[src/logic/scx_defines.svh]
// register offsets, field positions and reset values of the system control registers
`ifndef SCX_DEFINES_SVH
`define SCX_DEFINES_SVH

`define SCX_STAT_OFF       12'hD04
`define SCX_RSTC_OFF       12'hD0C
`define SCX_SLP_OFF        12'hD10

`define SCX_RSTC_RESET     32'hFA05_0000
`define SCX_SLP_RESET      3'h0
`define SCX_WRITE_KEY      16'h05FA
`define SCX_KEY_LSB        16

`define SCX_STAT_SVC_SET   28
`define SCX_STAT_SVC_CLR   27
`define SCX_STAT_TICK_SET  26
`define SCX_STAT_TICK_CLR  25
`define SCX_STAT_PREEMPT   23
`define SCX_STAT_IRQ_PEND  22
`define SCX_STAT_TOP_LSB   12
`define SCX_STAT_CUR_LSB   0

`define SCX_RSTC_RST_REQ   2
`define SCX_RSTC_WIPE      1

`define SCX_SLP_WAKE_ANY   4
`define SCX_SLP_DEEP       2
`define SCX_SLP_SOE        1

`define SCX_SVC_NUM        6'h0E
`define SCX_TICK_NUM       6'h0F
`define SCX_IRQ_BASE       16
`define SCX_NUM_W          6

`define SCX_RESP_OKAY      2'h0
`define SCX_RESP_SLVERR    2'h2

`endif

[src/logic/scx_pkg.sv]
// types shared by the system control register block
`default_nettype none
package scx_pkg;

  typedef struct packed {
    logic       halted;
    logic       waiting_for_event;
    logic       send_event;
    logic       handler_return;
    logic [5:0] active_number;
  } scx_core_status_t;

  typedef struct packed {
    logic wake_on_any_pending;
    logic deep_low_power_select;
    logic sleep_on_handler_return;
  } scx_sleep_ctrl_t;

endpackage
`default_nettype wire

[src/logic/scx_regs.sv]
// system control exception, reset control and sleep control registers on AXI4-Lite
//
// Summary of operation
// - writing 1 to service call clear bit drops its pending state; 0 does nothing.
// - writing 1 to bit 26 pends the tick exception; reads show tick pending.
// - writing 1 to write-only bit 25 removes tick pending; 0 leaves it.
// - bit 23 reads 1 when a pending exception is taken on leaving debug halt.
// - bit 22 reads 1 while any interrupt is pending, excluding NMI and faults.
// - bits 17:12 give highest priority enabled pending exception number, else zero.
// - bits 5:0 give the active exception number, zero in thread mode.
// - reset control register reads 0xFA05_0000 after reset, control bits clear.
// - keyed write of 1 to bit 2 raises the chip-wide reset request.
// - reset request bit is write only and clears during the reset it causes.
// - writing 1 to write-only bit 1 wipes all exception active state.
// - sleep bit 4 at 0 wakes on enabled only; at 1 on every interrupt.
// - new pending wakes a waiting core, else latched for the next wait.
// - a waiting core also wakes on send-event or an external event.
// - sleep bit 2 selects plain sleep at 0 and deep sleep at 1.
// - sleep bit 1 set makes handler return to thread mode enter sleep.
// - sleep control register resets to zero.
//
// Design decision made here: the AXI4-Lite register port.
`default_nettype none
`include "scx_defines.svh"
module scx_regs #(
  parameter int NUM_IRQ = 32,
  parameter int ADDR_W  = 12
) (
  input  wire logic                      aclk,
  input  wire logic                      aresetn,
  input  wire logic [ADDR_W-1:0]         s_axi_awaddr,
  input  wire logic [2:0]                s_axi_awprot,
  input  wire logic                      s_axi_awvalid,
  output var  logic                      s_axi_awready,
  input  wire logic [31:0]               s_axi_wdata,
  input  wire logic [3:0]                s_axi_wstrb,
  input  wire logic                      s_axi_wvalid,
  output var  logic                      s_axi_wready,
  output var  logic [1:0]                s_axi_bresp,
  output var  logic                      s_axi_bvalid,
  input  wire logic                      s_axi_bready,
  input  wire logic [ADDR_W-1:0]         s_axi_araddr,
  input  wire logic [2:0]                s_axi_arprot,
  input  wire logic                      s_axi_arvalid,
  output var  logic                      s_axi_arready,
  output var  logic [31:0]               s_axi_rdata,
  output var  logic [1:0]                s_axi_rresp,
  output var  logic                      s_axi_rvalid,
  input  wire logic                      s_axi_rready,
  input  wire logic [NUM_IRQ-1:0]        irq_pending,
  input  wire logic [NUM_IRQ-1:0]        irq_enable,
  input  wire scx_pkg::scx_core_status_t core_status,
  input  wire logic                      external_event,
  input  wire logic                      tick_event,
  input  wire logic                      service_call_taken,
  input  wire logic                      tick_taken,
  output var  logic                      service_call_pend_q,
  output var  logic                      tick_pend_q,
  output var  logic                      chip_reset_request_q,
  output var  logic                      wipe_active_state_q,
  output var  logic                      enter_sleep_q,
  output var  scx_pkg::scx_sleep_ctrl_t  sleep_ctrl_q,
  output var  logic                      wake_event_q,
  output var  logic                      event_latched_q
);

  if (NUM_IRQ < 1 || NUM_IRQ > 48) begin : g_chk_irq
    $error("NUM_IRQ must lie in 1..48 to fit a 6-bit exception number");
  end
  if (ADDR_W < 12) begin : g_chk_addr
    $error("ADDR_W must be at least 12");
  end

  ////////////////////////////////////////////////////////////////////////////
  // write channel: address and data taken in either order

  logic [11:0] aw_addr_q;
  logic        aw_full_q;
  logic [31:0] w_data_q;
  logic        w_full_q;
  logic [31:0] strb_mask;
  logic        do_write;
  logic [31:0] wd;
  logic        sel_stat_w;
  logic        sel_rstc_w;
  logic        sel_slp_w;
  logic        key_ok;

  for (genvar b = 0; b < 4; b++) begin : g_lane
    assign strb_mask[8*b +: 8] = {8{s_axi_wstrb[b]}};
  end

  assign do_write    = aw_full_q && w_full_q && !s_axi_bvalid;
  assign wd          = w_data_q;
  assign sel_stat_w  = aw_addr_q == `SCX_STAT_OFF;
  assign sel_rstc_w  = aw_addr_q == `SCX_RSTC_OFF;
  assign sel_slp_w   = aw_addr_q == `SCX_SLP_OFF;
  // a write with a wrong key is simply dropped
  assign key_ok      = wd[`SCX_KEY_LSB +: 16] == `SCX_WRITE_KEY;

  always_ff @(posedge aclk) begin
    if (!aresetn) begin
      aw_full_q     <= 1'b0;
      aw_addr_q     <= 12'h000;
      s_axi_awready <= 1'b1;
    end else if (s_axi_awvalid && s_axi_awready) begin
      aw_full_q     <= 1'b1;
      aw_addr_q     <= {s_axi_awaddr[11:2], 2'h0};
      s_axi_awready <= 1'b0;
    end else if (s_axi_bvalid && s_axi_bready) begin
      aw_full_q     <= 1'b0;
      s_axi_awready <= 1'b1;
    end
  end

  // unwritten byte lanes carry zero, so a write that skips byte lane 2 or 3 cannot meet the key
  always_ff @(posedge aclk) begin
    if (!aresetn) begin
      w_full_q     <= 1'b0;
      w_data_q     <= 32'h0000_0000;
      s_axi_wready <= 1'b1;
    end else if (s_axi_wvalid && s_axi_wready) begin
      w_full_q     <= 1'b1;
      w_data_q     <= s_axi_wdata & strb_mask;
      s_axi_wready <= 1'b0;
    end else if (s_axi_bvalid && s_axi_bready) begin
      w_full_q     <= 1'b0;
      s_axi_wready <= 1'b1;
    end
  end

  always_ff @(posedge aclk) begin
    if (!aresetn) begin
      s_axi_bvalid <= 1'b0;
      s_axi_bresp  <= `SCX_RESP_OKAY;
    end else if (do_write) begin
      s_axi_bvalid <= 1'b1;
      s_axi_bresp  <= (sel_stat_w || sel_rstc_w || sel_slp_w) ? `SCX_RESP_OKAY
                                                                : `SCX_RESP_SLVERR;
    end else if (s_axi_bready) begin
      s_axi_bvalid <= 1'b0;
    end
  end

  ////////////////////////////////////////////////////////////////////////////
  // pending state of the two software-pendable exceptions

  logic svc_set;
  logic svc_clr;
  logic tick_set;
  logic tick_clr;

  assign svc_set  = do_write && sel_stat_w && wd[`SCX_STAT_SVC_SET];
  assign svc_clr  = (do_write && sel_stat_w && wd[`SCX_STAT_SVC_CLR]) || service_call_taken;
  assign tick_set = (do_write && sel_stat_w && wd[`SCX_STAT_TICK_SET]) || tick_event;
  assign tick_clr = (do_write && sel_stat_w && wd[`SCX_STAT_TICK_CLR]) || tick_taken;

  // set wins over clear so a fresh event is never lost
  always_ff @(posedge aclk) begin
    if (!aresetn) begin
      service_call_pend_q <= 1'b0;
    end else begin
      service_call_pend_q <= svc_set | (service_call_pend_q & ~svc_clr);
    end
  end

  always_ff @(posedge aclk) begin
    if (!aresetn) begin
      tick_pend_q <= 1'b0;
    end else begin
      tick_pend_q <= tick_set | (tick_pend_q & ~tick_clr);
    end
  end

  ////////////////////////////////////////////////////////////////////////////
  // pending and active status; fixed priority, lowest exception number wins

  logic [`SCX_NUM_W-1:0] top_num;
  logic [`SCX_NUM_W-1:0] top_pend_q;
  logic                  preempt_q;
  logic                  irq_any_q;

  always_comb begin
    top_num = '0;
    for (int i = NUM_IRQ - 1; i >= 0; i--) begin
      if (irq_pending[i] && irq_enable[i]) begin
        top_num = `SCX_NUM_W'(`SCX_IRQ_BASE + i);
      end
    end
    if (tick_pend_q) begin
      top_num = `SCX_TICK_NUM;
    end
    if (service_call_pend_q) begin
      top_num = `SCX_SVC_NUM;
    end
  end

  always_ff @(posedge aclk) begin
    if (!aresetn) begin
      top_pend_q <= '0;
      irq_any_q  <= 1'b0;
    end else begin
      top_pend_q <= top_num;
      irq_any_q  <= (|irq_pending) | service_call_pend_q | tick_pend_q;
    end
  end

  // a pending exception preempts on halt exit if it beats the active one
  always_ff @(posedge aclk) begin
    if (!aresetn) begin
      preempt_q <= 1'b0;
    end else begin
      preempt_q <= core_status.halted && (top_pend_q != '0) &&
                   (core_status.active_number == '0 ||
                    top_pend_q < core_status.active_number);
    end
  end

  ////////////////////////////////////////////////////////////////////////////
  // reset control: keyed, write-only actions

  always_ff @(posedge aclk) begin
    if (!aresetn) begin
      chip_reset_request_q <= 1'b0;
    end else if (do_write && sel_rstc_w && key_ok && wd[`SCX_RSTC_RST_REQ]) begin
      chip_reset_request_q <= 1'b1;
    end
  end

  // the block does not check the halt rule is kept; the debugger owns that
  always_ff @(posedge aclk) begin
    if (!aresetn) begin
      wipe_active_state_q <= 1'b0;
    end else begin
      wipe_active_state_q <= do_write && sel_rstc_w && key_ok && wd[`SCX_RSTC_WIPE];
    end
  end

  ////////////////////////////////////////////////////////////////////////////
  // sleep control

  always_ff @(posedge aclk) begin
    if (!aresetn) begin
      sleep_ctrl_q <= `SCX_SLP_RESET;
    end else if (do_write && sel_slp_w) begin
      sleep_ctrl_q.wake_on_any_pending     <= wd[`SCX_SLP_WAKE_ANY];
      sleep_ctrl_q.deep_low_power_select   <= wd[`SCX_SLP_DEEP];
      sleep_ctrl_q.sleep_on_handler_return <= wd[`SCX_SLP_SOE];
    end
  end

  always_ff @(posedge aclk) begin
    if (!aresetn) begin
      enter_sleep_q <= 1'b0;
    end else begin
      enter_sleep_q <= core_status.handler_return && sleep_ctrl_q.sleep_on_handler_return;
    end
  end

  ////////////////////////////////////////////////////////////////////////////
  // wake events from newly pending interrupts

  logic [NUM_IRQ-1:0] pend_view;
  logic [NUM_IRQ-1:0] pend_prev_q;
  logic               svc_prev_q;
  logic               tick_prev_q;
  logic               pend_event;

  assign pend_view  = sleep_ctrl_q.wake_on_any_pending ? irq_pending
                                                       : (irq_pending & irq_enable);
  assign pend_event = (|(pend_view & ~pend_prev_q)) || (service_call_pend_q && !svc_prev_q)
                      || (tick_pend_q && !tick_prev_q);

  always_ff @(posedge aclk) begin
    if (!aresetn) begin
      pend_prev_q <= '0;
      svc_prev_q  <= 1'b0;
      tick_prev_q <= 1'b0;
    end else begin
      pend_prev_q <= pend_view;
      svc_prev_q  <= service_call_pend_q;
      tick_prev_q <= tick_pend_q;
    end
  end

  scx_event_latch u_event (
    .aclk           (aclk),
    .aresetn        (aresetn),
    .pend_event     (pend_event),
    .send_event     (core_status.send_event),
    .external_event (external_event),
    .core_waiting   (core_status.waiting_for_event),
    .wake_q         (wake_event_q),
    .latched_q      (event_latched_q)
  );

  ////////////////////////////////////////////////////////////////////////////
  // read channel: one cycle from address to data

  logic [31:0] stat_val;
  logic [31:0] slp_val;
  logic [11:0] ar_addr;

  assign ar_addr = {s_axi_araddr[11:2], 2'h0};

  // write-only and reserved positions stay zero
  always_comb begin
    stat_val = 32'h0000_0000;
    stat_val[`SCX_STAT_SVC_SET]  = service_call_pend_q;
    stat_val[`SCX_STAT_TICK_SET] = tick_pend_q;
    stat_val[`SCX_STAT_PREEMPT]  = preempt_q;
    stat_val[`SCX_STAT_IRQ_PEND] = irq_any_q;
    stat_val[`SCX_STAT_TOP_LSB +: `SCX_NUM_W] = top_pend_q;
    stat_val[`SCX_STAT_CUR_LSB +: `SCX_NUM_W] = core_status.active_number;
    slp_val = 32'h0000_0000;
    slp_val[`SCX_SLP_WAKE_ANY] = sleep_ctrl_q.wake_on_any_pending;
    slp_val[`SCX_SLP_DEEP]     = sleep_ctrl_q.deep_low_power_select;
    slp_val[`SCX_SLP_SOE]      = sleep_ctrl_q.sleep_on_handler_return;
  end

  always_ff @(posedge aclk) begin
    if (!aresetn) begin
      s_axi_arready <= 1'b1;
      s_axi_rvalid  <= 1'b0;
      s_axi_rdata   <= 32'h0000_0000;
      s_axi_rresp   <= `SCX_RESP_OKAY;
    end else if (s_axi_arvalid && s_axi_arready) begin
      s_axi_arready <= 1'b0;
      s_axi_rvalid  <= 1'b1;
      s_axi_rresp   <= `SCX_RESP_OKAY;
      unique case (ar_addr)
        `SCX_STAT_OFF:  s_axi_rdata <= stat_val;
        `SCX_RSTC_OFF:  s_axi_rdata <= `SCX_RSTC_RESET;
        `SCX_SLP_OFF:   s_axi_rdata <= slp_val;
        default: begin
          s_axi_rdata <= 32'h0000_0000;
          s_axi_rresp <= `SCX_RESP_SLVERR;
        end
      endcase
    end else if (s_axi_rvalid && s_axi_rready) begin
      s_axi_rvalid  <= 1'b0;
      s_axi_arready <= 1'b1;
    end
  end
endmodule
`default_nettype wire

[src/logic/scx_event_latch.sv]
// wake-up event latch for a core waiting for an event
`default_nettype none
module scx_event_latch (
  input  wire logic aclk,
  input  wire logic aresetn,
  input  wire logic pend_event,
  input  wire logic send_event,
  input  wire logic external_event,
  input  wire logic core_waiting,
  output var  logic wake_q,
  output var  logic latched_q
);

  logic ev;

  assign ev = pend_event | send_event | external_event;

  // wake straight away if waiting, else keep the event for the next wait
  always_ff @(posedge aclk) begin
    if (!aresetn) begin
      wake_q <= 1'b0;
    end else begin
      wake_q <= core_waiting & (ev | latched_q);
    end
  end

  // a new event beats consumption in the same cycle only when not waiting
  always_ff @(posedge aclk) begin
    if (!aresetn) begin
      latched_q <= 1'b0;
    end else if (ev && !core_waiting) begin
      latched_q <= 1'b1;
    end else if (core_waiting) begin
      latched_q <= 1'b0;
    end
  end
endmodule
`default_nettype wire

[config.mk]
export PLATFORM = sky130hd
export DESIGN_NAME = scx_regs
export DESIGN_NICKNAME = d
export VERILOG_FILES = /design/src/logic/scx_pkg.sv /design/src/logic/scx_regs.sv /design/src/logic/scx_event_latch.sv
export VERILOG_INCLUDE_DIRS = /design/src /design/src/logic
export SDC_FILE = /design/constraint.sdc
export NUM_CORES = 1
export LEC_CHECK = 0
export ABC_AREA = 1
export BUFFER_PORTS_ARGS = -buffer_cell sky130_fd_sc_hd__clkbuf_2
export CAP_MARGIN = 20
export CORE_AREA = 2 2 112 114
export DETAILED_ROUTE_END_ITERATION = 6
export DIE_AREA = 0 0 114 116
export PLACE_DENSITY = 0.71
export SLEW_MARGIN = 40
export SYNTH_ARGS = -nofsm -noshare
export SYNTH_HDL_FRONTEND = slang
export SYNTH_HIERARCHICAL = 1
export SYNTH_SLANG_ARGS = --single-unit
[constraint.sdc]
create_clock -name aclk -period 3.6 [get_ports aclk]
set_clock_uncertainty 0.15 [all_clocks]
set_input_delay 0.54 -clock aclk [delete_from_list [all_inputs] [get_ports aclk]]
set_output_delay 0.54 -clock aclk [all_outputs]
set_load 0.005 [all_outputs]
==> results of run 1 <==
[metrics by stage]
step,worst slack [ns],hold WS [ns],area [um^2],utilization [%]
after floorplan,1.35,0.279,4780,-
after global placement,0.941,0.293,5610,47.1
after detailed placement,0.997,0.297,5610,47.1
after CTS,1.19,0.255,5890,49.5
after global routing,1.02,0.265,5890,49.5
final,1.17,0.260,5890,49.5
[cells in the mapped netlist, drive strengths merged (2+ instances only)]
master	n	area, um^2
o21bai	2	15.0
o21a	3	22.5
nor4	19	119
nand2	148	593
or2	6	37.5
o31ai	5	37.5
buf	19	135
inv	43	161
o21ai	63	315
a211o	2	17.5
ha	5	62.6
a31oi	2	12.5
a21oi	36	184
o22ai	10	62.6
nor3	7	35.0
clkbuf	20	77.6
nor2	92	345
dfxtp	107	2140
nand4	6	37.5
nand3	53	265
[metal layers]
layer	wire, um	vias to the layer above	track usage (%)
met5	0	-	0
met4	127	0	5.28
met3	491	7	3.66
met2	5910	96	31.5
met1	5670	2039	24.0
li1	-	2476	-
[sequential cells by signal, indices dropped and copies added, names as in the netlist, 3 cells and up]
| register | count |
|---|---|
| aw_addr_q | 10 |
| sleep_ctrl_q | 3 |
| w_data_q | 19 |
| s_axi_rdata | 17 |
| top_pend_q | 6 |
| pend_prev_q | 32 |
[report_power, final]
group / internal [mW] / switching (mW)
combinational: 0.129 / 0.189
clock: 0.495 / 0.440
sequential: 1.23 / 0.0265
total: 1.86 / 0.655
[cells by family (layout without fill, tap and decap cells)]
family | count (synthesis) | count (layout) | synth area share (%)
adders and majority gates | 5 | 5 | 1.32
AOI/OAI and AO/OA | 128 | 128 | 14.9
buffers and inverters | 83 | 229 | 7.97
DFF | 107 | 107 | 45.2
other | 1 | 12 | 0.0791
and+or+nand+nor | 333 | 333 | 30.5
[final cells by class]
class / instances / area share [%]
Multi-Input combinational cell: 478 / 38.4
Sequential cell: 107 / 36.4
Timing Repair Buffer: 169 / 14.5
Clock buffer: 10 / 4.05
Tap cell: 147 / 3.12
Inverter: 44 / 2.80
Clock inverter: 6 / 0.764
[worst reg2reg max path: cells and delay by family, from the launching register on]
| kind | cells | cell delay [ns] |
|---|---|---|
| AND/OR/NAND/NOR | 5 | 1.06 |
| AO/OA/AOI/OAI | 4 | 0.61 |
| flip-flops | 1 | 0.51 |
[path summary, 6_finish.rpt]
check                                    endpoint             from  cells after the start
worst max register to register  u_event/latched_q  sleep_ctrl_q[2]                      9
worst min-delay path                 w_data_q[21]  s_axi_wdata[21]                      3
worst max-delay path            u_event/latched_q  sleep_ctrl_q[2]                      9
worst min register to register      enter_sleep_q  sleep_ctrl_q[0]                      2
==> run_results.csv, run 1 <==
group,metric,value,unit
status,status,"finished, final reports clean",
logic_synthesis,yosysWarnings,6,
sta,rsz0062_at_grt,"false",
worst_setup_path,critical-path-max-stage-delay,0.51,ns
drt,drc,0,
logic_synthesis,syn_avg_cell_area,7.22,um^2
logic_synthesis,netlist_area,4740,um^2
clock_network,tritoncts,"done",
drt,drt-initial-drc-count,176,
logic_synthesis,synth-edff-count,0,
worst_setup_path,cp-end-kind,"flop",
placed_design,dpl.hpwl,9.57,mm
die,die_area,13200,um^2
finish,areaGrowthSynthToFinish,24.3,%
placed_design,gp_congestion,0.823,
clock_network,cts.path.max_buffers,2,
drt,ant_nets,0,
worst_setup_path,crit_fanout,35,
clock_network,clk_pin_slew,0.07,ns
clock_network,cts_max_level,3,
placed_design,io_buffers,165,
worst_setup_path,path_buf_inv,0,
worst_setup_path,required,3.67,ns
finish,multi_input_area,2260,um^2
logic_synthesis,yosysSeqAreaShare,45.2,%
worst_setup_path,crit_family,"simple AND/OR/NAND/NOR gates",
finish,seq_area,2140,um^2
sta,fin_crit_sh,67.4,%
die,core-area,11900,um^2
clock_network,postCtsHoldBufs,0,
die,rows,40,
placed_design,dp_cells,945,
finish,antenna_cells,0,
sta,worstMarginPinSlew,0.600,ns
worst_setup_path,r2r_slack,1.17,ns
clock_network,clock_latency,0.34,ns
clock_network,cts_buffers,9,
drt,wl,12.2,mm
worst_setup_path,cp.arrival,2.50,ns
logic_synthesis,ys_types,37,
worst_setup_path,crit_type,"flop to flop",
power_and_ir_drop,peakVddDrop,0.302,mV
power_and_ir_drop,total_power,2.51,mW
finish,drive_above_1_share,25.2,%
logic_synthesis,ys_ff_latch,107,
drt,dr.pass1.iters,4,
clock_network,root_buffer,"clkbuf_16",
worst_setup_path,critPathLaunchType,"flop",
sta,slew_headroom,60.0,%
die,start_util,39.8,%
clock_network,clock_sinks,107,
die,die_x,114,um
finish,layout_commonest_cell,"clkbuf_2",
worst_hold_path,hold_path_class,"input port to flop",
logic_synthesis,syn_inst,657,
worst_setup_path,crit_path_top_delay_cell,"dfxtp_2",
drt,avgViaCountPerCell,4.81,
sta,fin_crit,2.43,ns
sta,finalHoldViolCount,0,
global_routing,grt-ovfl-total,0,
sta,setup_violations,0,
global_routing,antenna_found_initial,0,
worst_setup_path,cp_cell_sequence,"o21ai_0 > or2_1 > o21ai_0 > nor4_1 > nand4_1 > nor2_1 > o21ai_1 > nor2_1 > a21oi_1",
logic_synthesis,async_flop_share,0,%
sta,drv_slew,0,
global_routing,grt_pass1_vias,4207,
logic_synthesis,synth-main-ff-cell,"dfxtp_1",
clock_network,cts_resized,0,
drt,num_vias,4618,
global_routing,grt_pass1_wl,19.5,mm
sta,fmax,412,MHz
finish,num-fill-cells,1244,
clock_network,post-cts-setup-buffer-count,0,
flow_run,max-cap-violations,0,
drt,wl_per_cell,12.7,um
finish,finalNetCount,965,
finish,fin_cells,961,
global_routing,grt_max_degree,48,
die,num_io_pins,202,
global_routing,groute.usage.overall,18.5,%
die,die_y,116,um
finish,most-common-layout-cells,"165 x clkbuf_2, 137 x nand2_1, 106 x dfxtp_1",
power_and_ir_drop,power.density,426,nW/um^2
sta,fin_setup_tns,0,ns
power_and_ir_drop,leakage,2.85,nW
Power figures use the tool's default switching activity.
==> inputs of run 2 (changes only) <==
--- a/config.mk
+++ b/config.mk
@@ -12,7 +12,7 @@
 export CORE_AREA = 2 2 112 114
 export DETAILED_ROUTE_END_ITERATION = 6
 export DIE_AREA = 0 0 114 116
-export PLACE_DENSITY = 0.71
+export PLACE_DENSITY = 0.74
 export SLEW_MARGIN = 40
 export SYNTH_ARGS = -nofsm -noshare
 export SYNTH_HDL_FRONTEND = slang
==> constraint.sdc (replaced) <==
create_clock -name aclk -period 2 [get_ports aclk]
set_clock_uncertainty 0.15 [all_clocks]
set_input_delay 0.3 -clock aclk [delete_from_list [all_inputs] [get_ports aclk]]
set_output_delay 0.3 -clock aclk [all_outputs]
set_load 0.005 [all_outputs]
==> run_results.csv, run 2 (synthesis results as in run 1) <==
group,metric,value,unit
status,status,"finished with violations",
status,violations,"setup timing",
die,die_area,13200,um^2
clock_network,postCtsHoldBufs,0,
power_and_ir_drop,total_power,4.63,mW
power_and_ir_drop,seqPwrFrac,49.0,%
finish,antenna_cells,0,
flow_run,max-cap-violations,0,
die,start_util,39.8,%
worst_setup_path,crit_end,"u_event/latched_q",
clock_network,clock_latency,0.35,ns
power_and_ir_drop,clockPowerShare,36.7,%
worst_setup_path,rr_endpoint,"u_event/latched_q",
clock_network,cts.path.max_buffers,2,
finish,regMostFlops,"pend_prev_q",
sta,hold_slack,0.0182,ns
placed_design,gp_congestion,0.863,
drt,wl_per_cell,12.6,um
finish,num-fill-cells,1200,
clock_network,tritoncts,"done",
worst_setup_path,crit_path_top_delay_cell,"dfxtp_2",
sta,fin_crit_sh,102,%
global_routing,antenna_found_initial,0,
clock_network,clk_pin_slew,0.08,ns
drt,drc,0,
power_and_ir_drop,p_comb_share,14.3,%
worst_setup_path,cp-end-kind,"flop",
placed_design,io_buffers,165,
power_and_ir_drop,p_int,3.38,mW
sta,finalHoldViolCount,0,
die,rows,40,
die,num_io_pins,202,
power_and_ir_drop,leakage,3.09,nW
placed_design,dpl.hpwl,9.94,mm
clock_network,clock_sinks,107,
drt,num_vias,4872,
clock_network,cts_max_level,3,
worst_hold_path,hold_path_class,"input port to flop",
finish,multi_input_area,2330,um^2
worst_setup_path,worst_r2r_startpoint,"sleep_ctrl_q[2]",
worst_setup_path,critical-path-max-stage-delay,0.34,ns
drt,drt-initial-drc-count,157,
finish,top_regs,"pend_prev_q (32), w_data_q (19), s_axi_rdata (17)",
finish,finalNetCount,1008,
global_routing,grt-ovfl-total,0,
finish,layout_commonest_cell,"clkbuf_2",
power_and_ir_drop,power.density,728,nW/um^2
die,die_x,114,um
global_routing,grt_pass1_vias,4566,
finish,seq_area,2140,um^2
worst_setup_path,cp.arrival,2.13,ns
finish,drive_above_1_share,30.8,%
sta,fin_setup_tns,-0.0811,ns
sta,drv_slew,0,
worst_setup_path,crit_type,"flop to flop",
global_routing,grt_pass1_wl,20.5,mm
power_and_ir_drop,switching_share,26.8,%
worst_setup_path,crit_fanout,21,
power_and_ir_drop,p_sw,1.24,mW
worst_setup_path,r2r_slack,-0.05,ns
drt,wl,12.7,mm
sta,rsz0062_at_grt,"true",
clock_network,cts_buffers,9,
worst_setup_path,r2r_cells,10,
die,core-area,11900,um^2
finish,largest_reg_flops,32,
worst_setup_path,required,2.08,ns
worst_setup_path,cp_cell_sequence,"buf_12 > buf_4 > o21ai_2 > o22ai_1 > nor4_2 > nand4_1 > nor2_1 > o21ai_1 > nor2_1 > a21oi_1",
power_and_ir_drop,peakVddDrop,0.357,mV
sta,fmax,489,MHz
clock_network,root_buffer,"clkbuf_16",
worst_setup_path,crit_path_frequent_cell,"nor2_1",
worst_hold_path,worstHoldStart,"s_axi_wdata[29]",
finish,areaGrowthSynthToFinish,34.0,%
finish,most-common-layout-cells,"161 x clkbuf_2, 134 x nand2_1, 106 x dfxtp_1",
sta,setup_violations,2,
sta,fin_crit,2.05,ns
global_routing,groute.usage.overall,19.5,%
drt,ant_nets,0,
die,die_y,116,um
sta,worst_slack,-0.0466,ns
worst_setup_path,critPathLaunch,"sleep_ctrl_q[2]",
drt,dr.pass1.iters,4,
drt,avgViaCountPerCell,4.85,
global_routing,grt_max_degree,64,
worst_setup_path,critPathLaunchType,"flop",
## run 2: cell count changes in the layout (fill, tap and decap cells not counted), moves of 3 or more
cell      delta
nand2_1      -3
buf_12       +3
o21ai_1     +18
buf_4       +40
o21ai_0     -26
o21ai_2      +8
clkbuf_2     -4
## run 2: metal layers
metal	share of wire [%]	vias to the layer above	GRT usage, %
met5	0	-	0
met4	3.0	0	9.27
met3	4.6	29	2.41
met2	47	139	32.7
met1	45	2128	25.0
li1	-	2576	-
## run 2: power groups by stage
stage                     Sequential, mW  Combinational, mW  Clock (mW)
after global placement              2.32              0.626           0
after floorplan                     2.31              0.342           0
after detailed placement            2.32              0.633           0
after global routing                2.28              0.751        1.82
after CTS                           2.27              0.650        1.74
final                               2.27              0.661        1.70
## run 2: cell type report
class | instances | share of cell area [%]
clock inverters | 7 | 0.906
clock buffers | 9 | 3.54
multi-input cells | 478 | 36.7
repair buffers | 212 | 19.7
well taps | 147 | 2.89
inverters | 44 | 2.60
flip-flops and latches | 107 | 33.7
## run 2: worst max-delay path, delay by kind of cell (launching register included)
kind | cells | cell delay [ns]
buf+inv | 2 | 0.32
compound gates | 4 | 0.43
simple gates | 4 | 0.69
flops | 1 | 0.34
## run 2: through the flow
step           util (%)  cell area [um^2]  setup WS [ns]  instances
3_5_place_dp       50.1              5960         -0.258        987
4_1_cts            52.8              6290        -0.0355       1003
3_3_place_gp       50.1              5960         -0.250        987
2_1_floorplan         -              4780        0.00423        668
6_report           53.3              6350        -0.0466       1004
5_1_grt            53.3              6350         -0.319       1004
## run 2: worst min-delay path by stage
stage                           to  slack, ns  cells past startpoint
floorplan           u_event/wake_q       0.27                      2
global route         enter_sleep_q       0.02                      3
finish                w_data_q[29]       0.02                      3
global placement      aw_addr_q[9]       0.30                      2
CTS                   w_data_q[16]       0.01                      3
detailed placement    aw_addr_q[2]       0.30                      2
## run 2: what timing repair did
item / in CTS / in global routing
setup buffers: 0 / 1
endpoints found under the setup margin: 2 / 6
pin swaps: 4 / 12
gates resized for setup: 34 / 19
==> inputs of run 3 (changes only) <==
--- a/config.mk
+++ b/config.mk
@@ -12,6 +12,7 @@
 export CORE_AREA = 2 2 112 114
 export DETAILED_ROUTE_END_ITERATION = 6
 export DIE_AREA = 0 0 114 116
+export HOLD_SLACK_MARGIN = 0.02
 export PLACE_DENSITY = 0.74
 export SLEW_MARGIN = 40
 export SYNTH_ARGS = -nofsm -noshare
==> run_results.csv, run 3 (synthesis results as in run 1) <==
group,metric,value,unit
clock_network,cts.path.max_buffers,2,
global_routing,grt-ovfl-total,0,
drt,drt-initial-drc-count,167,
finish,largest_reg_flops,32,
worst_setup_path,required,2.08,ns
sta,setup_violations,2,
worst_setup_path,critPathLaunchType,"flop",
power_and_ir_drop,leakage,3.13,nW
sta,fin_crit,2.04,ns
die,rows,40,
sta,fin_crit_sh,102,%
clock_network,tritoncts,"done",
die,start_util,39.8,%
finish,final_core_util,54.2,%
die,core-area,11900,um^2
clock_network,clk_pin_slew,0.08,ns
clock_network,clock_latency,0.35,ns
sta,rsz0062_at_grt,"true",
worst_setup_path,crit_family,"simple AND/OR/NAND/NOR gates",
global_routing,antenna_found_initial,0,
global_routing,grt_max_degree,64,
sta,drv_slew,0,
worst_setup_path,cp_cell_sequence,"buf_12 > buf_4 > o21ai_2 > o22ai_1 > nor4_2 > nand4_1 > nor2_1 > o21ai_1 > nor2_1 > a21oi_1",
worst_setup_path,crit_type,"flop to flop",
worst_hold_path,worstHoldStart,"s_axi_wdata[17]",
drt,avgViaCountPerCell,4.80,
placed_design,place_ws,-0.258,ns
status,violations,"setup timing",
drt,wl_met3,568,um
global_routing,grt_pass1_wl,20.6,mm
finish,regMostFlops,"pend_prev_q",
die,die_y,116,um
status,status,"finished with violations",
die,num_io_pins,202,
worst_hold_path,hold_path_class,"input port to flop",
worst_setup_path,r2r_slack,-0.04,ns
clock_network,cts_buffers,9,
power_and_ir_drop,power.density,718,nW/um^2
finish,most-common-layout-cells,"161 x clkbuf_2, 134 x nand2_1, 106 x dfxtp_1",
die,die_area,13200,um^2
placed_design,gp_congestion,0.863,
worst_setup_path,critical-path-max-stage-delay,0.34,ns
worst_setup_path,critPathLaunch,"sleep_ctrl_q[2]",
sta,finalHoldViolCount,0,
sta,worst_slack,-0.0437,ns
drt,highest_layer,"met4",
finish,finalNetCount,1018,
finish,num-fill-cells,1187,
finish,antenna_cells,0,
worst_setup_path,crit_fanout,21,
worst_setup_path,crit_path_top_delay_cell,"dfxtp_2",
clock_network,cts_max_level,3,
die,die_x,114,um
worst_setup_path,cp-end-kind,"flop",
power_and_ir_drop,peakVddDrop,0.357,mV
sta,fmax,489,MHz
finish,drive_above_1_share,30.4,%
worst_setup_path,path_buf_inv,2,
drt,num_vias,4871,
drt,wl,12.7,mm
drt,dr.pass1.iters,4,
worst_setup_path,crit_path_frequent_cell,"nor2_1",
drt,ant_nets,0,
finish,layout_commonest_cell,"clkbuf_2",
placed_design,dpl.hpwl,9.94,mm
clock_network,root_buffer,"clkbuf_16",
sta,fin_setup_tns,-0.0763,ns
finish,top_regs,"pend_prev_q (32), w_data_q (19), s_axi_rdata (17)",
worst_setup_path,cp.arrival,2.13,ns
clock_network,clock_sinks,107,
flow_run,max-cap-violations,0,
drt,drc,0,
worst_setup_path,worst_r2r_startpoint,"sleep_ctrl_q[2]",
global_routing,groute.usage.overall,19.5,%
finish,areaGrowthSynthToFinish,36.1,%
drt,wl_met2,5.96,mm
drt,wl_per_cell,12.5,um
drt,wl_met1,5.81,mm
global_routing,grt_pass1_vias,4608,
placed_design,io_buffers,165,
run 3: repair_timing:
action                                 CTS  global route
buffers inserted                         0             1
pin swaps                                4            12
endpoints found under the hold margin   10             0
gates resized for setup                 34            19
hold buffers                            10             0
setup endpoints to repair                2             6
run 3: final timing paths:
check                           end  cells past startpoint
setup reg to reg  u_event/latched_q                     10
hold / removal         w_data_q[17]                      3
setup / recovery  u_event/latched_q                     10
hold reg to reg       enter_sleep_q                      2
run 3: routing by layer:
| layer | vias up | GRT usage, % |
|---|---|---|
| met2 | 133 | 32.9 |
| met5 | - | 0 |
| li1 | 2596 | - |
| met3 | 29 | 2.35 |
| met4 | 0 | 9.27 |
| met1 | 2113 | 25.0 |
run 3: metrics by stage:
step                hold slack [ns]  std cells  cell area, um^2  total power [mW]
global placement              0.297        987             5960              2.94
global route                 0.0302       1014             6450              4.87
finish                       0.0310       1014             6450              4.63
floorplan                     0.266        668             4780              2.65
CTS                          0.0219       1013             6390              4.67
detailed placement            0.304        987             5960              2.95
run 3: power by group:
group | switching (mW) | internal [mW]
clock | 0.822 | 0.867
combinational | 0.367 | 0.309
sequential | 0.0489 | 2.22
total | 1.24 | 3.40
run 3: final cells by class:
cell class / instances / area, um^2 / area share [%]
multi-input cells: 478 / 2330 / 36.1
flip-flops and latches: 107 / 2140 / 33.2
repair buffers: 222 / 1350 / 20.9
clock buffers: 9 / 225 / 3.49
well taps: 147 / 184 / 2.85
inverters: 44 / 165 / 2.56
clock inverters: 7 / 57.6 / 0.892
run 3: worst min-delay path, delay by kind of cell:
family,cells,cell delay (ns)
AND/OR/NAND/NOR,2,0.12
buffers and inverters,1,0.08
